===== src/design/fsr_pkg.sv =====
// Constants and types of the fault sensor response unit.
// Assumes one 125 MHz clock and a synchronous active-high reset from power-up.
package fsr_pkg;

    localparam int CLK_NS = 8;
    localparam int RST_HOLD_NS = 800;
    localparam int RST_HOLD_CYC = (RST_HOLD_NS + CLK_NS - 1) / CLK_NS;
    localparam int HOLD_W = 8;

    // Reset cause bit positions
    localparam int RC_VOLT = 0;
    localparam int RC_FREQ = 1;
    localparam int RC_TEMP = 2;
    localparam int RC_LIGHT = 3;
    localparam int RC_PARITY = 4;
    localparam int RC_W = 5;

    // Exception cause bit positions
    localparam int EC_NVM_LIGHT = 0;
    localparam int EC_PC = 1;
    localparam int EC_SP = 2;
    localparam int EC_PSH = 3;
    localparam int EC_CIPHER = 4;
    localparam int EC_ARITH = 5;
    localparam int EC_STACK = 6;
    localparam int EC_W = 7;

    // Synchronised alarm vector layout
    localparam int SY_RST_LO = 0;
    localparam int SY_LA = 4;
    localparam int SY_LB = 5;
    localparam int SY_FLT_LO = 6;
    localparam int SY_HV = 11;
    localparam int SY_W = 12;

    typedef enum logic [1:0] {
        FSR_MODE_USER = 2'b00,
        FSR_MODE_SYS = 2'b01,
        FSR_MODE_SUPER = 2'b10
    } fsr_mode_t;

    typedef enum logic [1:0] {
        FSR_LSEL_OFF = 2'b00,
        FSR_LSEL_A = 2'b01,
        FSR_LSEL_B = 2'b10,
        FSR_LSEL_OFF2 = 2'b11
    } fsr_lsel_t;

    typedef enum logic [0:0] {
        FSR_ST_RUN = 1'b0,
        FSR_ST_HOLD = 1'b1
    } fsr_state_t;

    localparam logic [1:0] LSEL_RST = 2'b00;

endpackage


===== src/design/fsr_top.sv =====
// Fault sensor response unit: alarm routing, cause reporting, stack limits,
// high-voltage status and memory byte correction.
// Assumes mode control, memory and core signals share clock_in; alarms are asynchronous.
`timescale 1ns/100ps
`default_nettype none
module fsr_top #(
    parameter int SPW = 16
) (
    input wire logic clock_in,
    input wire logic rst_in,
    input wire logic volt_alarm_in,
    input wire logic freq_alarm_in,
    input wire logic temp_alarm_in,
    input wire logic light_alarm_in,
    input wire logic nvm_light_a_in,
    input wire logic nvm_light_b_in,
    input wire logic fault_pc_in,
    input wire logic fault_sp_in,
    input wire logic fault_psh_in,
    input wire logic fault_cipher_in,
    input wire logic fault_arith_in,
    input wire logic hv_low_in,
    input wire logic rom_parity_err_in,
    input wire logic test_mode_in,
    input wire logic test_lock_fuse_in,
    input wire logic nvm_write_in,
    input wire logic [11:0] nvm_code_in,
    input wire logic cfg_wr_in,
    input wire logic [1:0] cfg_lsel_in,
    input wire logic [fsr_pkg::EC_W-1:0] exc_clr_in,
    input wire logic [fsr_pkg::RC_W-1:0] cause_clr_in,
    input wire logic [1:0] cpu_mode_in,
    input wire logic sp_load_in,
    input wire logic [SPW-1:0] sp_load_val_in,
    input wire logic sp_push_in,
    input wire logic sp_pop_in,
    input wire logic lim_wr_in,
    input wire logic [1:0] lim_mode_in,
    input wire logic [SPW-1:0] lim_lo_in,
    input wire logic [SPW-1:0] lim_hi_in,
    output logic chip_reset_out,
    output logic exc_req_out,
    output logic [fsr_pkg::EC_W-1:0] exc_cause_out,
    output logic [fsr_pkg::RC_W-1:0] rst_cause_out,
    output logic sensor_en_out,
    output logic [1:0] lsel_out,
    output logic hv_checked_out,
    output logic hv_fail_out,
    output logic [7:0] nvm_byte_out,
    output logic [SPW-1:0] sp_out
);
    import fsr_pkg::*;

    // ****************************************
    // State
    // ****************************************
    typedef struct packed {
        fsr_state_t st;
        logic [HOLD_W-1:0] hold_cnt;
        logic chip_rst;
        logic [RC_W-1:0] rst_cause;
        logic [EC_W-1:0] exc_cause;
        logic exc_req;
        logic [1:0] lsel;
        logic sens_en;
        logic wr_prev;
        logic hv_checked;
        logic hv_fail;
        logic [7:0] nvm_byte;
        logic [2:0][SPW-1:0] sp;
        logic [2:0][SPW-1:0] lim_lo;
        logic [2:0][SPW-1:0] lim_hi;
        logic [SPW-1:0] sp_view;
    } fsr_reg_t;

    fsr_reg_t r_ff;
    fsr_reg_t nxt_r;

    // ****************************************
    // Helpers
    // ****************************************
    function automatic logic [7:0] fsr_ecc_fix(input logic [11:0] cw);
        logic [3:0] syn;
        logic [11:0] c;
        syn = 4'h0;
        c = cw;
        for (int i = 1; i <= 12; i++) begin
            if (cw[i-1]) begin
                syn = syn ^ 4'(i);
            end
        end
        if (syn != 4'h0 && syn <= 4'hc) begin
            c[syn - 4'h1] = ~cw[syn - 4'h1];
        end
        return {c[11], c[10], c[9], c[8], c[6], c[5], c[4], c[2]};
    endfunction

    function automatic logic fsr_sp_hit(input logic [SPW-1:0] sp,
                                        input logic [SPW-1:0] lo,
                                        input logic [SPW-1:0] hi);
        return (sp == lo) || (sp == hi);
    endfunction

    function automatic logic fsr_mode_ok(input logic [1:0] m);
        return m != 2'b11;
    endfunction

    // ****************************************
    // Alarm synchronisation
    // ****************************************
    logic [SY_W-1:0] alarm_raw;
    logic [SY_W-1:0] alarm_sy;

    assign alarm_raw = {hv_low_in, fault_arith_in, fault_cipher_in, fault_psh_in,
                        fault_sp_in, fault_pc_in, nvm_light_b_in, nvm_light_a_in,
                        light_alarm_in, temp_alarm_in, freq_alarm_in, volt_alarm_in};

    fsr_sync #(
        .W(SY_W)
    ) u_sync (
        .clock_in(clock_in),
        .rst_in(rst_in),
        .async_in(alarm_raw),
        .sync_out(alarm_sy)
    );

    // ****************************************
    // Next-state logic
    // ****************************************
    logic sens_en;
    logic [RC_W-1:0] rst_src;
    logic [EC_W-1:0] exc_src;
    logic lsel_hit;
    logic [1:0] mode;
    logic [SPW-1:0] sp_new;
    logic sp_op;

    always_comb begin
        nxt_r = r_ff;
        // Sensors on unless test mode is live and the test lock fuse is intact
        sens_en = ~(test_mode_in & ~test_lock_fuse_in);
        // Hard-wired routing: these sources can only ever reset
        rst_src = '0;
        rst_src[RC_VOLT] = sens_en & alarm_sy[SY_RST_LO + RC_VOLT];
        rst_src[RC_FREQ] = sens_en & alarm_sy[SY_RST_LO + RC_FREQ];
        rst_src[RC_TEMP] = sens_en & alarm_sy[SY_RST_LO + RC_TEMP];
        rst_src[RC_LIGHT] = sens_en & alarm_sy[SY_RST_LO + RC_LIGHT];
        rst_src[RC_PARITY] = rom_parity_err_in;
        case (fsr_lsel_t'(r_ff.lsel))
            FSR_LSEL_A: lsel_hit = alarm_sy[SY_LA];
            FSR_LSEL_B: lsel_hit = alarm_sy[SY_LB];
            default: lsel_hit = 1'b0;
        endcase
        // Hard-wired routing: these sources can only ever raise an exception
        exc_src = '0;
        exc_src[EC_NVM_LIGHT] = sens_en & lsel_hit;
        exc_src[EC_PC] = sens_en & alarm_sy[SY_FLT_LO];
        exc_src[EC_SP] = sens_en & alarm_sy[SY_FLT_LO + 1];
        exc_src[EC_PSH] = sens_en & alarm_sy[SY_FLT_LO + 2];
        exc_src[EC_CIPHER] = sens_en & alarm_sy[SY_FLT_LO + 3];
        exc_src[EC_ARITH] = sens_en & alarm_sy[SY_FLT_LO + 4];

        // Stack pointer of the active mode
        mode = cpu_mode_in;
        sp_op = fsr_mode_ok(mode) & (sp_load_in | sp_push_in | sp_pop_in);
        sp_new = '0;
        if (fsr_mode_ok(mode)) begin
            sp_new = r_ff.sp[mode];
            if (sp_load_in) begin
                sp_new = sp_load_val_in;
            end else if (sp_push_in && !sp_pop_in) begin
                sp_new = r_ff.sp[mode] + SPW'(1);
            end else if (sp_pop_in && !sp_push_in) begin
                sp_new = r_ff.sp[mode] - SPW'(1);
            end
            if (sp_op) begin
                nxt_r.sp[mode] = sp_new;
                exc_src[EC_STACK] = fsr_sp_hit(sp_new, r_ff.lim_lo[mode],
                                               r_ff.lim_hi[mode]);
            end
            nxt_r.sp_view = sp_new;
        end
        if (lim_wr_in && fsr_mode_ok(lim_mode_in)) begin
            nxt_r.lim_lo[lim_mode_in] = lim_lo_in;
            nxt_r.lim_hi[lim_mode_in] = lim_hi_in;
        end

        if (cfg_wr_in) begin
            nxt_r.lsel = cfg_lsel_in;
        end
        nxt_r.sens_en = sens_en;

        // Exception causes: set wins over software clear
        nxt_r.exc_cause = (r_ff.exc_cause & ~exc_clr_in) | exc_src;
        nxt_r.exc_req = |nxt_r.exc_cause;

        // Reset causes: survive forced resets, set wins over clear
        nxt_r.rst_cause = (r_ff.rst_cause & ~cause_clr_in) | rst_src;

        // High-voltage check during each write sequence, status only
        nxt_r.wr_prev = nvm_write_in;
        if (nvm_write_in && !r_ff.wr_prev) begin
            nxt_r.hv_checked = 1'b1;
            nxt_r.hv_fail = alarm_sy[SY_HV];
        end else if (nvm_write_in && alarm_sy[SY_HV]) begin
            nxt_r.hv_fail = 1'b1;
        end

        nxt_r.nvm_byte = fsr_ecc_fix(nvm_code_in);

        // Forced chip reset sequence
        case (r_ff.st)
            FSR_ST_RUN: begin
                if (|rst_src) begin
                    nxt_r.st = FSR_ST_HOLD;
                    nxt_r.chip_rst = 1'b1;
                    nxt_r.hold_cnt = HOLD_W'(RST_HOLD_CYC - 1);
                end
            end
            FSR_ST_HOLD: begin
                if (|rst_src) begin
                    nxt_r.hold_cnt = HOLD_W'(RST_HOLD_CYC - 1);
                end else if (r_ff.hold_cnt == '0) begin
                    nxt_r.st = FSR_ST_RUN;
                    nxt_r.chip_rst = 1'b0;
                end else begin
                    nxt_r.hold_cnt = r_ff.hold_cnt - HOLD_W'(1);
                end
            end
            default: begin
                nxt_r.st = FSR_ST_RUN;
                nxt_r.chip_rst = 1'b0;
            end
        endcase

        // Under a forced reset everything but the reset cause and the sensor enable returns to reset value
        if (r_ff.st == FSR_ST_HOLD) begin
            nxt_r.exc_cause = '0;
            nxt_r.exc_req = 1'b0;
            nxt_r.lsel = LSEL_RST;
            nxt_r.hv_checked = 1'b0;
            nxt_r.hv_fail = 1'b0;
            nxt_r.wr_prev = 1'b0;
            nxt_r.sp = '0;
            nxt_r.lim_lo = '0;
            nxt_r.lim_hi = '0;
            nxt_r.sp_view = '0;
            nxt_r.nvm_byte = '0;
        end
    end

    // ****************************************
    // Registers
    // ****************************************
    always_ff @(posedge clock_in) begin
        if (rst_in) begin
            r_ff <= '0;
        end else begin
            r_ff <= nxt_r;
        end
    end

    assign chip_reset_out = r_ff.chip_rst;
    assign exc_req_out = r_ff.exc_req;
    assign exc_cause_out = r_ff.exc_cause;
    assign rst_cause_out = r_ff.rst_cause;
    assign sensor_en_out = r_ff.sens_en;
    assign lsel_out = r_ff.lsel;
    assign hv_checked_out = r_ff.hv_checked;
    assign hv_fail_out = r_ff.hv_fail;
    assign nvm_byte_out = r_ff.nvm_byte;
    assign sp_out = r_ff.sp_view;
endmodule
`default_nettype wire


===== src/design/fsr_sync.sv =====
// Two-flop synchroniser for a vector of independent level signals.
// Assumes each bit is a slow level; no multi-bit coherence is promised.
`timescale 1ns/100ps
`default_nettype none
module fsr_sync #(
    parameter int W = 1
) (
    input wire logic clock_in,
    input wire logic rst_in,
    input wire logic [W-1:0] async_in,
    output logic [W-1:0] sync_out
);
    logic [W-1:0] meta_ff;
    logic [W-1:0] sync_ff;

    always_ff @(posedge clock_in) begin
        if (rst_in) begin
            meta_ff <= '0;
            sync_ff <= '0;
        end else begin
            meta_ff <= async_in;
            sync_ff <= meta_ff;
        end
    end

    assign sync_out = sync_ff;
endmodule
`default_nettype wire


===== config.mk =====
export PLATFORM = sky130hd
export DESIGN_NAME = fsr_top
export DESIGN_NICKNAME = d
export VERILOG_FILES = /design/src/design/fsr_pkg.sv /design/src/design/fsr_top.sv /design/src/design/fsr_sync.sv
export SDC_FILE = /design/constraint.sdc
export NUM_CORES = 1
export LEC_CHECK = 0
export ABC_AREA = 1
export BUFFER_PORTS_ARGS = -buffer_cell sky130_fd_sc_hd__buf_2
export CORE_MARGIN = 2
export CORE_UTILIZATION = 30
export CTS_CLUSTER_DIAMETER = 150
export DETAILED_ROUTE_END_ITERATION = 10
export GPL_ROUTABILITY_DRIVEN = 0
export SYNTH_ARGS = -nofsm -noshare
export SYNTH_HDL_FRONTEND = slang
export SYNTH_SLANG_ARGS = --single-unit

===== constraint.sdc =====
create_clock -name clock_in -period 5.5 [get_ports clock_in]
set_input_delay 0 -clock clock_in [delete_from_list [all_inputs] [get_ports clock_in]]
set_output_delay 0 -clock clock_in [all_outputs]
set_load 0.02 [all_outputs]

[After elaboration in Yosys (flattened, before gate mapping)]
Index checks and enable logic that the tools add are counted.
Operators by class
  $add $sub $neg: 4
  multipliers: 0
  divide/modulo/power cells: 0
  order comparisons: 7
  eq/ne operators: 10
  shift operators: 0
  multiplexer cells: 48
  bitwise operators: 35
  reductions and logical operators: 22
Operator list (number)
  $bwmux W48: 3
  $mux W16: 9
  $bmux W16 S2: 3
  $demux W16 S2: 2
  $eq A16 B16 Y1: 2
  $mux W4: 5
  $pmux W10 S2: 1
  $add A16 B1 Y16 const B: 1
  $mux W8: 2
  $sub A16 B1 Y16 const B: 1
  $and A1 B1 Y1: 12
  $bwmux W12: 1
  $mux W12: 1
  $mux W3: 4
  $not A2 Y2: 6
  $mux W1: 11
  $mux W10: 1
  $logic_and A1 B1 Y1: 9
  $logic_not A8 Y1: 1
  $ne A2 B2 Y1 const B: 4
  $sub A8 B1 Y8 const B: 1
  $and A7 B7 Y7: 1
  $not A7 Y7: 1
  $or A7 B7 Y7: 1
  30 further kinds: 43
Storage, ports and cells
  register bits: 221
  bits in latches: 0
  bits in writable memories: 0
  memory bits (read-only): 0
  bits of input ports: 101
  output and inout port bits: 43
  logic and storage cells: 150
  memories kept: 0

[Depth between registers and ports, before layout]
Gate-level depths: netlist (run 1).
  word-level depth: 27
  depth in mapped cells: 26
  gate-level depth less buffers: 25

[By module]
From an unflattened synthesis (run 1), not the netlist that was laid out.
Second synthesis, totals
  cells, all modules: 1573
  area, all modules: 11297.1 um2
Modules (own cells, without submodules)
  fsr_top: times used 1, cells an instance 1499, area an instance 10613.9 um2, seq. area each 3943.8 um2
  fsr_sync: times used 1, cells an instance 74, area an instance 683.2 um2, seq. area each 480.5 um2

[Least setup slack after synthesis (run 1)]
OpenSTA, ideal clock, no wires.
  path type: in2reg
  from: input port nvm_code_in[8]
  to: register r_ff, in the netlist nvm_byte_out[0]
  library setup time: 0.109 ns
  data arrival time: 2.107 ns
  data required time: 5.391 ns
  setup slack: 3.284 ns
  stages on the path: 14
  path buffers: 0
  cells stage by stage: xnor2_1 > xnor2_1 > xor2_2 > inv_1 > ha_1 > inv_1 > o21ai_0 > o221ai_1 > nand3_1 > and2_1 > inv_2 > o21ai_0 > nand2_1 > inv_1
On the way
  longest elaborated chain between the ends: 14
  elaborated cells on any way between the ends: 21
  classes of those cells: 1 x add/sub; 3 x order compare; 10 x mux; 4 x bitwise; 3 x reduce/logical
RTL lines
  start, declared: line fsr_top.sv:27  | input wire logic [11:0] nvm_code_in,
  $mux W4: line fsr_top.sv:88  | if (cw[i-1]) begin
  $not A2 Y2 (no source line)
  $mux W4: line fsr_top.sv:88
  $not A3 Y3 (no source line)
  $mux W4: line fsr_top.sv:88
  $not A2 Y2 (no source line)
  $mux W4: line fsr_top.sv:88
  $sub A4 B1 Y4: line fsr_top.sv:93  | c[syn - 4'h1] = ~cw[syn - 4'h1];
  $lt A4 B5 Y1 (implied by the code) / $ge A4 B1 Y1 (equally long branches): line fsr_top.sv:93
  $logic_and A1 B1 Y1 (implied by the code): line fsr_top.sv:93
  $mux W1 (implied by the code): line fsr_top.sv:93
  $demux W1 S4: line fsr_top.sv:93
  $bwmux W12: line fsr_top.sv:93
  $mux W12 *: line fsr_top.sv:92  | if (syn != 4'h0 && syn <= 4'hc) begin
  end signal, assigned: line fsr_top.sv:259  | r_ff <= nxt_r;
  end, declared: line fsr_top.sv:76  | fsr_reg_t r_ff;
Mark *: on every way between the ends. The rest lies on a longest branch, timed or not. The select of a mux whose other input is x is not followed.
A chain may end at the register's enable or synchronous reset.

[Worst setup path in the final report (run 1)]
  from: input port cpu_mode_in[1]
  to: register r_ff, in the netlist exc_req_out
On the way
  longest elaborated chain between the ends: 13
  elaborated cells on any way between the ends: 21
  classes of those cells: 2 x add/sub; 3 x eq/ne; 12 x mux; 2 x bitwise; 2 x reduce/logical
RTL lines
  start, declared: line fsr_top.sv:32  | input wire logic [1:0] cpu_mode_in,
  $bmux W16 S2: line fsr_top.sv:168, fsr_top.sv:172, fsr_top.sv:174
  $mux W16 (implied by the code): line fsr_top.sv:168, fsr_top.sv:172, fsr_top.sv:174
  $sub A16 B1 Y16: line fsr_top.sv:174  | sp_new = r_ff.sp[mode] - SPW'(1);
  $mux W16: line fsr_top.sv:173  | end else if (sp_pop_in && !sp_push_in) begin
  $mux W16: line fsr_top.sv:171  | end else if (sp_push_in && !sp_pop_in) begin
  $mux W16: line fsr_top.sv:169  | if (sp_load_in) begin
  $mux W16: line fsr_top.sv:167  | if (fsr_mode_ok(mode)) begin
  $eq A16 B16 Y1: line fsr_top.sv:101  | return (sp == lo) || (sp == hi);
  $logic_or A1 B1 Y1: line fsr_top.sv:101
  $mux W1: line fsr_top.sv:176  | if (sp_op) begin
  $mux W1 *: line fsr_top.sv:167
  $or A7 B7 Y7 *: line fsr_top.sv:194  | nxt_r.exc_cause = (r_ff.exc_cause & ~exc_clr_in) | exc_src;
  $reduce_or A7 Y1 *: line fsr_top.sv:195  | nxt_r.exc_req = |nxt_r.exc_cause;
Marks and branches as above.

==> results of run 1 <==
## cell type report
class	instances	area, sq um	area share (%)
antenna	1	2.50	0.0180
clock buffer	28	667	4.79
clock inverter	18	160	1.15
inverter	270	1020	7.33
multi-input combinational	1009	5270	37.9
sequential	221	4420	31.8
tap	511	639	4.59
timing repair buffer	248	1730	12.5
## kinds of logic (layout without fill, tap and decap cells)
group / Yosys count / in the layout / synth area share (%)
AND/OR/NAND/NOR: 569 / 569 / 24.1
AO/OA/AOI/OAI: 410 / 410 / 19.4
XOR/XNOR: 20 / 20 / 1.61
flip-flops: 221 / 221 / 39.0
buffers and inverters: 377 / 564 / 14.8
adder cells (fa/ha/maj): 10 / 10 / 1.10
other: 0 / 1 / 0
## stage by stage
| step | area, sq um | power [W] |
|---|---|---|
| floorplan | 11300 | 0.00224 |
| global placement | 12200 | 0.00241 |
| detailed placement | 12200 | 0.00242 |
| CTS | 13900 | 0.00415 |
| global route | 13900 | 0.00432 |
| finish | 13900 | 0.00411 |
## synth_stat cells (4+ instances only)
cell	count
inv_1	260
dfxtp_1	221
nand2_1	196
o21ai_0	182
nor2_1	165
a21oi_1	159
nand3_1	107
clkbuf_1	48
buf_4	41
nand3_2	31
a22oi_1	22
xnor2_1	15
nand2_2	14
o22ai_1	14
or2_2	13
nand3b_1	11
o21a_1	11
ha_1	10
nand4_1	8
o211ai_1	8
buf_2	7
inv_2	7
nor2_2	7
buf_6	6
nand3_4	5
nor3_1	4
o221ai_1	4
xor2_1	4
## worst register-to-register path, delay by kind of cell, from the launching register on
family | cells | cell delay, ps
AOI/OAI and AO/OA | 2 | 180
adders and majority gates | 1 | 290
buffers and inverters | 2 | 120
DFF | 1 | 350
and+or+nand+nor | 19 | 1800
## cell usage in the layout, fill, tap and decap left out, drive strengths merged, types with 11 or more instances in the layout
cell / count
o21a: 11
xnor2: 15
nand2: 212
clkbuf: 28
o21ai: 185
dlygate4sd3: 92
nand3: 143
or2: 13
inv: 272
a21oi: 159
dfxtp: 221
clkinv: 12
a22oi: 22
o22ai: 14
buf: 156
nor2: 175
nand3b: 11
## metal layers
| metal | up-vias | GRT usage, % |
|---|---|---|
| met5 | - | 0 |
| met4 | 0 | 6.72 |
| met3 | 57 | 2.24 |
| met2 | 271 | 28.8 |
| met1 | 4947 | 20.9 |
| li1 | 5486 | - |
## sequential cells by signal, summed over array words and instances (netlist names)
name,flops
chip_reset_out,1
exc_cause_out,7
exc_req_out,1
hv_checked_out,1
hv_fail_out,1
lsel_out,2
nvm_byte_out,8
r_ff,154
rst_cause_out,5
sensor_en_out,1
sp_out,16
u_sync.meta_ff,12
u_sync.sync_out,12
## power by group through the flow
stage / clock network [W] / registers (W) / logic (W)
global route: 0.00178 / 0.00171 / 0.000831
global placement: 0 / 0.00174 / 0.000671
finish: 0.00167 / 0.00171 / 0.000737
detailed placement: 0 / 0.00174 / 0.000682
CTS: 0.00171 / 0.00171 / 0.000734
floorplan: 0 / 0.00173 / 0.000504
## worst max-delay path by stage
stage	from	endpoint	depth (start not counted)
after floorplan	nvm_code_in[8]	nvm_byte_out[0]	14
after global placement	cpu_mode_in[1]	exc_req_out	27
after detailed placement	cpu_mode_in[0]	exc_req_out	27
after CTS	cpu_mode_in[1]	exc_req_out	27
after global routing	cpu_mode_in[1]	exc_req_out	27
final	cpu_mode_in[1]	exc_req_out	27
==> impl.org, run 1 <==
** Detailed routing
- Wire segments on met2 add up to 16200 um in the final route.
- Routed wirelength normalized by instance count :: 14.4 um
- Summing over every cut layer, the via total after detailed routing is 10800.
- The detailed router finished its first iteration with 712 violations.
- Number of iterations in the first detailed-routing pass :: 7
- The detailed router put a total of 14200 um of wire on met1.
- Uppermost layer routed :: met4
- For this run, design rule violations remaining after detail routing come to 0.
- Wirelength, routed :: 33300 um
- The detail route stage leaves a number of antenna-violating nets equal to 0.
- Wire segments on met3 add up to 1820 um in the final route.
- Dividing the detail-routed via count by the number of cells gives 4.67.

** STA
- Number of failing hold endpoints at the final stage :: 0
- For the pin with the worst max-slew slack, the measured transition is 1210 ps.
- For the final database, setup skew stands at 14.5 ps.
- The worst pin sits at a relative slew slack of 19.0%.
- Setup violations remaining at the end of the flow were counted as 0.
- Hold WS :: 18.9 ps
- Fmax achieved :: 314 MHz
- Time the worst path needs with I/O delays and setup :: 3190 ps
- RSZ-0062 raised after global routing :: no
- Final sum of negative setup slack :: 0 ps
- Setup slack closes at 2310 ps.
- In the finished design, the share of the clock period the worst path needs comes to 57.9%.
- The count of final max-slew check failures came to 0.

** Worst setup path
- The startpoint identified for the worst register-to-register timing path is r_ff[145].
- R2R Path End :: exc_req_out
- STA puts the critical path data arrival time at 3660 ps.
- Setup Crit Path Kind :: input port to flop
- Max FO, Critical Path :: 24
- Among all stages on the critical path, the largest delay is contributed by nor2_4.
- The setup check on the worst reg-to-reg path leaves a slack of 2680 ps.
- Combined buffer and inverter count along the critical path :: 4
- Endpoint class of the critical path :: flop
- Broken down by cell family, the worst path's largest delay share belongs to simple AND/OR/NAND/NOR gates.
- Slowest stage delay, CP :: 550 ps
- Required time worst endpoint :: 5980 ps
- The number of cells on the worst reg-to-reg path is 24.
- The most numerous cell type found on the critical path is nand2_1.
- Critical path launch point type :: input port

** Logic synthesis
- Library cell with the largest summed area after synthesis :: dfxtp_1
- Avg Cell Area, Syn :: 7.06 sq um
- For this run, the number of Yosys warnings is 0.
- After synthesis, the share of flip-flops with an asynchronous set or reset is 0%.
- Sequential element share of the synthesized area :: 39.0%
- Counting distinct cell types in the post-synthesis netlist gives 47.
- In the synthesized netlist the dominant register cell turns out to be dfxtp_1.
- In the synthesized netlist, the number of instances is 1607.
- Number of enable-type register cells in the synthesized netlist :: 0
- Netlist area before placement :: 0.0113 sq mm
- Counting flops and latches in the post-synthesis netlist gives 221.
- Synthesized Nets :: 1718
- Of the post-synthesis cell area, the dominant cell type holds 39.0%.
- Synth top area cells :: dfxtp_1 (39%), inv_1 (8.6%), o21ai_0 (8.0%), a21oi_1 (7.0%), nand2_1 (6.5%)

** Clocking
- TritonCTS built the clock tree.
- TritonCTS created 25 clock buffers.
- Hold buffer count at cts :: 92
- For this design, the sink count on the clock tree is 221.
- Maximum level of the CTS H-tree :: 1
- The clock reaches the later pin of the worst-skew pair after 530 ps.
- Post-CTS timing repair inserted 0 buffers for setup.
- Clock-pin slew was measured on the worst setup and hold paths at 60 ps.
- Total of cells resized after clock tree synthesis :: 0
- Cell chosen for the clock root :: clkbuf_16
- Deepest clock path buffer count :: 3

** Power and ir drop
- Per report_power, the sequential group accounts for 41.5% of the total.
- P_leak :: 6.37 nW
- Total net switching power :: 0.00120 W
- Internal power contribution :: 0.00291 W
- Switching share of power :: 29.3%
- Dividing total power by cell area gives a power density of 295 mW/mm^2.
- VDD sags by at most 201 uV.
- Combinational logic is responsible for 17.9% of the overall power.
- Clock share of power :: 40.6%

** Outcome
- The flow ran to the end, and the final reports show no timing, DRC or antenna violations.

** Floorplanning
- The floorplan step defined a die boundary enclosing 0.0394 sq mm.
- The die is 198 um wide.
- Site row count :: 71
- Die height :: 198 um
- Initial standard-cell utilization of the core :: 30.3%
- The region available for standard cell placement spans 0.0375 sq mm.
- 144 I/O pins were placed.

** Global routing
- Pin count of the biggest net entering global routing :: 88
- The number of antenna violations at the first check in global routing is 0.
- Final global-route overflow total :: 0
- Global-route usage over all layers :: 16.7%
- Number of global-route vias before repair :: 10000
- First-pass GRT wire length :: 52300 um

** Hold path
- Min-delay src :: sp_load_val_in[9]
- In this run the worst hold path is classified as input port to flop.
- Hold EP :: r_ff[137]
- Hold path cells :: 5

** Finish
- Counting the fill cells in the layout gives 3965.
- From synthesis to final layout, the design area changed by 22.7%.
- The count of cells in the finished layout, fillers not included, comes to 2306.
- At the end of the flow the core is filled with cells to 37.1%.
- In the final layout, the share of cells above drive strength 1 is 16.3%.
- NumNets Final :: 1886

** Job
- MaxCap Viol Count :: 0

** Placed design
- In this run, placement finished with an instance count of 2167.
- The HPWL after detailed placement is 23300 um.
- Buffers placed on the I/O ports in this run total 143.
- At the placement stage, the worst setup path has a slack of 1780 ps.
No activity file was read; power rests on OpenSTA's default activity.
==> run 2, diff against run 1 <==
==> constraint.sdc (replaced) <==
create_clock -name clock_in -period 2.9 [get_ports clock_in]
set_input_delay 0 -clock clock_in [delete_from_list [all_inputs] [get_ports clock_in]]
set_output_delay 0 -clock clock_in [all_outputs]
set_load 0.02 [all_outputs]
==> impl.org, run 2 (synthesis results as in run 1) <==
** Outcome
- Outcome :: finished, final reports clean

** STA
- Final setup violation count :: 0
- RSZ-0062 raised after global routing :: no
- Pin slew with the least headroom to its limit :: 679 ps
- Max_slew headroom :: 54.7%
- The final hold violation count came to 0.
- Static timing analysis puts the maximum clock frequency at 379 MHz.
- The count of final max-slew check failures is 0.
- For the final database, setup skew stands at 19.8 ps.
- The final critical path takes up 90.9% of the cycle.
- Time the worst path needs with I/O delays and setup :: 2640 ps
- In the final timing run, aggregate negative setup slack is 0 ps.

** Detailed routing
- Using the TritonRoute via totals, the vias-per-cell ratio works out to 4.65.
- Number of DRC violations after detailed routing :: 0
- In this run, the number of DRC markers left after iteration 0 of detailed routing was 646.
- The final layout contains routed wiring with a total length of 33300 um.
- In the final routed layout, each cell accounts on average for 14.3 um.
- Post-route antenna net violation count :: 0
- For this run, the detailed router's first-pass iteration total came to 4.
- Across all layers, the routed design uses 10800 vias.

** Global routing
- For this run, global-route usage on met1 was measured as 20.8%.
- For this run the aggregate overflow at the end of global routing stands at 0.
- Pin count of the biggest net entering global routing :: 142
- Number of global-route vias before repair :: 10100
- The first global-routing pass estimated 52400 um of wire.
- Met3 Track Usage GR :: 2.75%
- Global routing used 16.6% of the available tracks.
- The number of antenna violations at the first check in global routing is 1.
- Grt met2 use :: 28.5%
- After global routing, the most crowded layer is met2.

** Finish
- NumNets Final :: 1912
- Final cell count without fillers :: 2331
- Compared with the post-synthesis result, the final layout area differs by 24.7%.
- Leaving out fill and tap cells, the most frequent cell in the layout is inv_1.
- Leaving out fill and tap cells, the most frequent cells in the layout are inv_1 (260), dfxtp_1 (221), nand2_1 (196).
- Ranked by flip-flop count, first place goes to r_ff.
- Flip-flop count of the largest register, all copies and words added :: 154
- The layout has 3975 filler cells.
- Proportion of layout cells with a drive suffix above 1 :: 17.4%

** Clocking
- Deepest clock path buffer count :: 3
- Number of buffers added by the clock tree synthesis step :: 26
- Clock tree from TritonCTS :: yes
- Clock-pin slew was measured on the worst setup and hold paths at 60 ps.
- The later pin in the worst-skew pair is clocked with a latency of 530 ps.
- The tree built by TritonCTS fans out to 221 sinks.
- Maximum level of the CTS H-tree :: 1
- Cell chosen for the clock root :: clkbuf_16

** Power and ir drop
- Switching share of power :: 28.5%
- Cell internal power was estimated by the tool at 0.00566 W.
- The worst-case IR drop observed on VDD is 302 uV.
- P_leak :: 6.51 nW
- Clock share of power :: 40.8%
- Total net switching power :: 0.00225 W
- Sequential power share :: 40.9%
- Cell area power density :: 559 mW/mm^2
- Per report_power, the combinational group accounts for 18.3% of the total.

** Hold path
- The path class of the tightest hold or removal check is input port to flop.

** Floorplanning
- Once the floorplan was initialized, standard cells occupied 30.3% of the core.
- Site row count :: 71
- I/O pin count :: 144
- Core area :: 0.0375 sq mm
- The die is 198 um wide.
- Overall die area :: 0.0394 sq mm
- Measured along the y axis, the die boundary spans 198 um.

** Worst setup path
- Max FO, Critical Path :: 5
- STA classifies the critical path startpoint as a flop.
- STA classifies the critical path endpoint as a flop.
- At the worst endpoint, the required time is 3360 ps.
- Setup Crit Path Kind :: flop to flop
- Critical Path AT :: 3100 ps

** Job
- Across the run, the number of max-cap violations was 0.

** Placed design
- DP HPWL :: 23600 um
- In this run, placement finished with an instance count of 2194.
- During placement, the flow inserted port buffers numbering 143.
[run 2: cell types whose count changed in the layout (fill, tap and decap cells not counted), sizes merged]
cell / delta
clkinv: -4
clkinvlp: -1
inv: -2
clkbuf: +7
dlygate4sd3: -5
buf: +30
[run 2: cell type report]
class	instances	area (sq um)	share of cell area [%]
antenna	1	2.50	0.0177
clock buffer	35	736	5.20
clock inverter	11	115	0.813
inverter	270	1020	7.21
multi-input combinational	1009	5280	37.3
sequential	221	4420	31.3
tap	511	639	4.52
timing repair buffer	273	1930	13.7
[run 2: routing by layer]
| layer | routed length, um | vias up |
|---|---|---|
| li1 | - | 5549 |
| met1 | 14400 | 4960 |
| met2 | 16000 | 247 |
| met3 | 1760 | 73 |
| met4 | 1140 | 0 |
| met5 | 0 | - |
[run 2: path summary, 6_finish.rpt]
| check | to | startpoint | slack, ps | cells after the start |
|---|---|---|---|---|
| max | exc_cause_out[6] | r_ff[129] | 260 | 24 |
| max reg2reg | exc_cause_out[6] | r_ff[129] | 260 | 24 |
| min reg2reg | u_sync.sync_out[0] | u_sync.meta_ff[0] | 400 | 2 |
| min | r_ff[155] | sp_load_val_in[11] | 40 | 5 |
[run 2: what timing repair did]
item,4_1_cts,5_1_grt
resized for setup,0,1
hold endpoints to repair,154,0
hold buffers,87,0
setup endpoints to repair,0,2
setup buffers,0,3
[run 2: power groups by stage]
stage	Sequential, W	Combinational (W)	Clock (W)
CTS	0.00323	0.00144	0.00333
global route	0.00325	0.00163	0.00344
finish	0.00323	0.00145	0.00323
floorplan	0.00329	0.000956	0
global placement	0.00330	0.00133	0
detailed placement	0.00330	0.00135	0
[run 2: worst max-delay path: stages (launching register included)]
cell     delay [ps]
dfxtp_1         340
nand3_1         120
nand3_4         130
inv_1            60
ha_1            290
inv_1            40
nand2_1          50
a21oi_1          60
o21ai_1         130
nand2_1         140
nand2_1          90
nand3_1          70
nor2_1          120
nand2_1          70
nor2_1          120
nand3_1          90
nor2_1           90
nand2_1          80
nor2_1          100
nand2_1          50
nand2_1          70
nand2_1          50
nand2_1          50
nand2_1          60
inv_1            70
[run 2: per-stage QoR]
stage | total power, W | util [%] | cell area, sq um | hold WS (ps) | setup slack (ps)
2_1_floorplan | 0.00424 | - | 11300 | 107 | 684
3_3_place_gp | 0.00462 | 33.1 | 12400 | 203 | 201
3_5_place_dp | 0.00465 | 33.1 | 12400 | 207 | 150
4_1_cts | 0.00800 | 37.7 | 14100 | 7.12 | 238
5_1_grt | 0.00831 | 37.7 | 14100 | 55.6 | 0.878
6_report | 0.00791 | 37.7 | 14200 | 37.4 | 263
==> run 3, diff against run 2 <==
--- a/config.mk
+++ b/config.mk
@@ -9,9 +9,11 @@
 export BUFFER_PORTS_ARGS = -buffer_cell sky130_fd_sc_hd__buf_2
 export CORE_MARGIN = 2
 export CORE_UTILIZATION = 30
+export CTS_BUF_LIST = sky130_fd_sc_hd__clkbuf_8
 export CTS_CLUSTER_DIAMETER = 150
 export DETAILED_ROUTE_END_ITERATION = 10
 export GPL_ROUTABILITY_DRIVEN = 0
+export SLEW_MARGIN = 20
 export SYNTH_ARGS = -nofsm -noshare
 export SYNTH_HDL_FRONTEND = slang
 export SYNTH_SLANG_ARGS = --single-unit
==> impl.org, run 3 (synthesis results as in run 1) <==
** Outcome
- Outcome :: finished, final reports clean

** STA
- Number of failing hold endpoints at the final stage :: 0
- Dividing the final minimum period by the clock period gives 90.3%.
- Final sum of negative setup slack :: 0 ps
- Fmax achieved :: 382 MHz
- On the final layout, the worst hold slack is 38.7 ps.
- RSZ-0062 raised after global routing :: no
- Counting I/O delays and the setup requirement, the final critical path takes 2620 ps.
- Slew Limit Fails :: 0
- Pin slew with the least headroom to its limit :: 715 ps
- Max_slew headroom :: 52.4%
- After layout, the worst setup slack is 282 ps.
- Setup violations remaining at the end of the flow were counted as 0.
- Clock skew on the completed layout was measured at 27.0 ps.

** Power and ir drop
- Total net switching power :: 0.00231 W
- The clock network is responsible for 40.0% of the overall power.
- Sequential power share :: 41.4%
- Worst-case vdd ir drop :: 428 uV
- The analysis attributes to cell leakage a power of 6.61 nW.
- Net switching is 29.5% of the power.
- The internal portion of the total power is 0.00551 W.
- Cell area power density :: 550 mW/mm^2
- Of the total power, combinational logic draws 18.6%.

** Finish
- Leading cell type in the layout, fill and taps excluded :: inv_1
- Footprint of the flip-flops and latches :: 0.00442 sq mm
- The register with the most flip-flops in the layout has 154 of them.
- Ranked by flip-flop count, first place goes to r_ff.
- Proportion of layout cells with a drive suffix above 1 :: 17.8%
- Commonest cells after routing, fill and taps aside :: inv_1 (273), dfxtp_1 (221), nand2_1 (196)
- NumNets Final :: 1934
- The layout has 3959 filler cells.
- Total area of multi-input combinational cells :: 0.00527 sq mm
- Layout overhead on the synthesized area :: 25.3%
- After routing the design area is 0.0142 sq mm.
- The repair_antennas step left the layout with diodes totalling 0.
- Final cell count without fillers :: 2361

** Worst setup path
- Origin of the worst setup path :: r_ff[129]
- The setup path with the least slack is of type flop to flop.
- STA classifies the critical path startpoint as a flop.
- Max FO, Critical Path :: 7
- By instance count, the cell type seen most on the critical path is nand2_1.
- Capture point of the critical path :: exc_req_out
- In this run the critical register-to-register path is captured at exc_req_out.
- On the worst path, the slowest cell contributes a delay of 330 ps.
- Required time worst endpoint :: 3400 ps
- Endpoint class of the critical path :: flop
- The worst register-to-register path begins at r_ff[129].
- Minimum setup slack among reg-to-reg paths :: 280 ps
- The critical path goes through nand3_1 > nand3_2 > inv_1 > ha_1 > inv_1 > nand2_1 > a21oi_1 > o21ai_1 > nand2_1 > nand2_1 > nand3_1 > nor2_1 > nand2_1 > nor2_1 > nand3_1 > nor2_1 > nand2_1 > nor2_1 > nand2_1 > nand2_1 > nand2_1 > nand2_1 > nand2_1 > nand2_1.
- The number of cells on the worst reg-to-reg path is 24.
- Highest-delay cell along the critical path :: dfxtp_1
- Critical Path AT :: 3120 ps

** Clocking
- Clock tree synthesis found a total of 221 sinks.
- In this run the deepest clock path goes through 3 buffers.
- TritonCTS built the clock tree.
- The later pin in the worst-skew pair is clocked with a latency of 560 ps.
- Cell chosen for the clock root :: clkbuf_8
- Clock-pin slew was measured on the worst setup and hold paths at 60 ps.
- Total of cells resized after clock tree synthesis :: 0
- Maximum level of the CTS H-tree :: 2
- Number of buffers added by the clock tree synthesis step :: 41
- After clock tree synthesis, the setup repair step added 0 buffers.

** Global routing
- The first global-routing pass estimated 53500 um of wire.
- Pin count of the biggest net entering global routing :: 142
- Number of global-route vias before repair :: 10300
- The number of antenna violations at the first check in global routing came to 0.
- Final global-route overflow total :: 0
- For this run, the total global-route usage over all layers was measured as 17.1%.

** Detailed routing
- Wirelength, routed :: 34000 um
- Using the TritonRoute via totals, the vias-per-cell ratio works out to 4.63.
- In the routed design, unresolved DRC markers number 0.
- Dividing the detail-routed wire length by the instance count gives 14.4 um.
- For this block, the via count after detailed routing is 10900.
- Post-route antenna net violation count :: 0
- After the first detailed-routing iteration, the DRC count stood at 629.
- Number of iterations in the first detailed-routing pass :: 7

** Floorplanning
- Initial standard-cell utilization of the core :: 30.3%
- Die width :: 198 um
- In this run the core area contains 71 standard-cell rows.
- Pin placement for this block handled 144 I/O pins.
- Core area :: 0.0375 sq mm
- Die height :: 198 um
- The floorplan step defined a die boundary enclosing 0.0394 sq mm.

** Hold path
- The worst hold path passes through 6 cells.
- In this run the worst hold path is classified as input port to flop.

** Job
- MaxCap Viol Count :: 0

** Placed design
- DP HPWL :: 23600 um
- Dpl cells :: 2194
- Worst slack at placement :: 150 ps
- Instance area after placement :: 0.0124 sq mm
- PortBufs :: 143
-- run 3: changes by cell type in the layout (fill, tap and decap cells not counted) --
| cell | before | now |
|---|---|---|
| clkbuf_16 | 27 | 0 |
| clkinv_4 | 1 | 0 |
| diode_2 | 1 | 0 |
| clkbuf_1 | 5 | 0 |
| dlygate4sd3_1 | 87 | 97 |
| clkinv_2 | 6 | 2 |
| bufinv_16 | 2 | 3 |
| nand3_2 | 33 | 34 |
| nand3_4 | 6 | 5 |
| inv_8 | 0 | 1 |
| buf_4 | 41 | 38 |
| inv_1 | 260 | 273 |
| clkbuf_8 | 3 | 49 |
-- run 3: final cells by class --
cell class              instances  area share [%]
multi-input cells            1009            37.1
flip-flops and latches        221            31.1
repair buffers                280            14.1
inverters                     270            7.18
clock buffers                  49            4.74
well taps                     511            4.50
clock inverters                21            1.24
-- run 3: worst max-delay path: cells and delay by family (launching register included) --
family	cells	cell delay, ps
AO/OA/AOI/OAI	2	190
adder cells (fa/ha/maj)	1	300
buffers and inverters	2	120
flip-flops	1	330
AND/OR/NAND/NOR	19	1600
-- run 3: worst min-delay path by stage --
| stage | from | end | slack (ps) |
|---|---|---|---|
| after global routing | sp_load_val_in[2] | r_ff[114] | 80 |
| after detailed placement | freq_alarm_in | u_sync.meta_ff[1] | 210 |
| final | test_mode_in | exc_cause_out[5] | 40 |
| after CTS | test_mode_in | exc_cause_out[5] | 10 |
| after global placement | hv_low_in | u_sync.meta_ff[11] | 200 |
| after floorplan | volt_alarm_in | u_sync.meta_ff[0] | 110 |
-- run 3: power by group through the flow --
| stage | logic (W) | clock network [W] | registers (W) |
|---|---|---|---|
| final | 0.00146 | 0.00313 | 0.00324 |
| after global routing | 0.00163 | 0.00334 | 0.00325 |
| after CTS | 0.00145 | 0.00323 | 0.00324 |
| after detailed placement | 0.00135 | 0 | 0.00330 |
| after global placement | 0.00133 | 0 | 0.00330 |
| after floorplan | 0.000956 | 0 | 0.00329 |
-- run 3: layer usage --
metal | wire length (um) | share of wire [%] | GRT usage, %
met5 | 0 | 0 | 0
met4 | 963 | 2.8 | 6.36
met3 | 1470 | 4.3 | 2.92
met2 | 16600 | 49 | 29.7
met1 | 14900 | 44 | 21.1
-- run 3: stage by stage --
stage	total power (W)	utilization (%)
CTS	0.00792	37.9
global placement	0.00462	33.1
finish	0.00782	37.9
detailed placement	0.00465	33.1
global route	0.00823	37.9
floorplan	0.00424	-
-- run 3: what timing repair did --
action	in CTS	in global routing
hold buffers	97	0
hold endpoints to repair	177	0
endpoints found under the setup margin	0	0
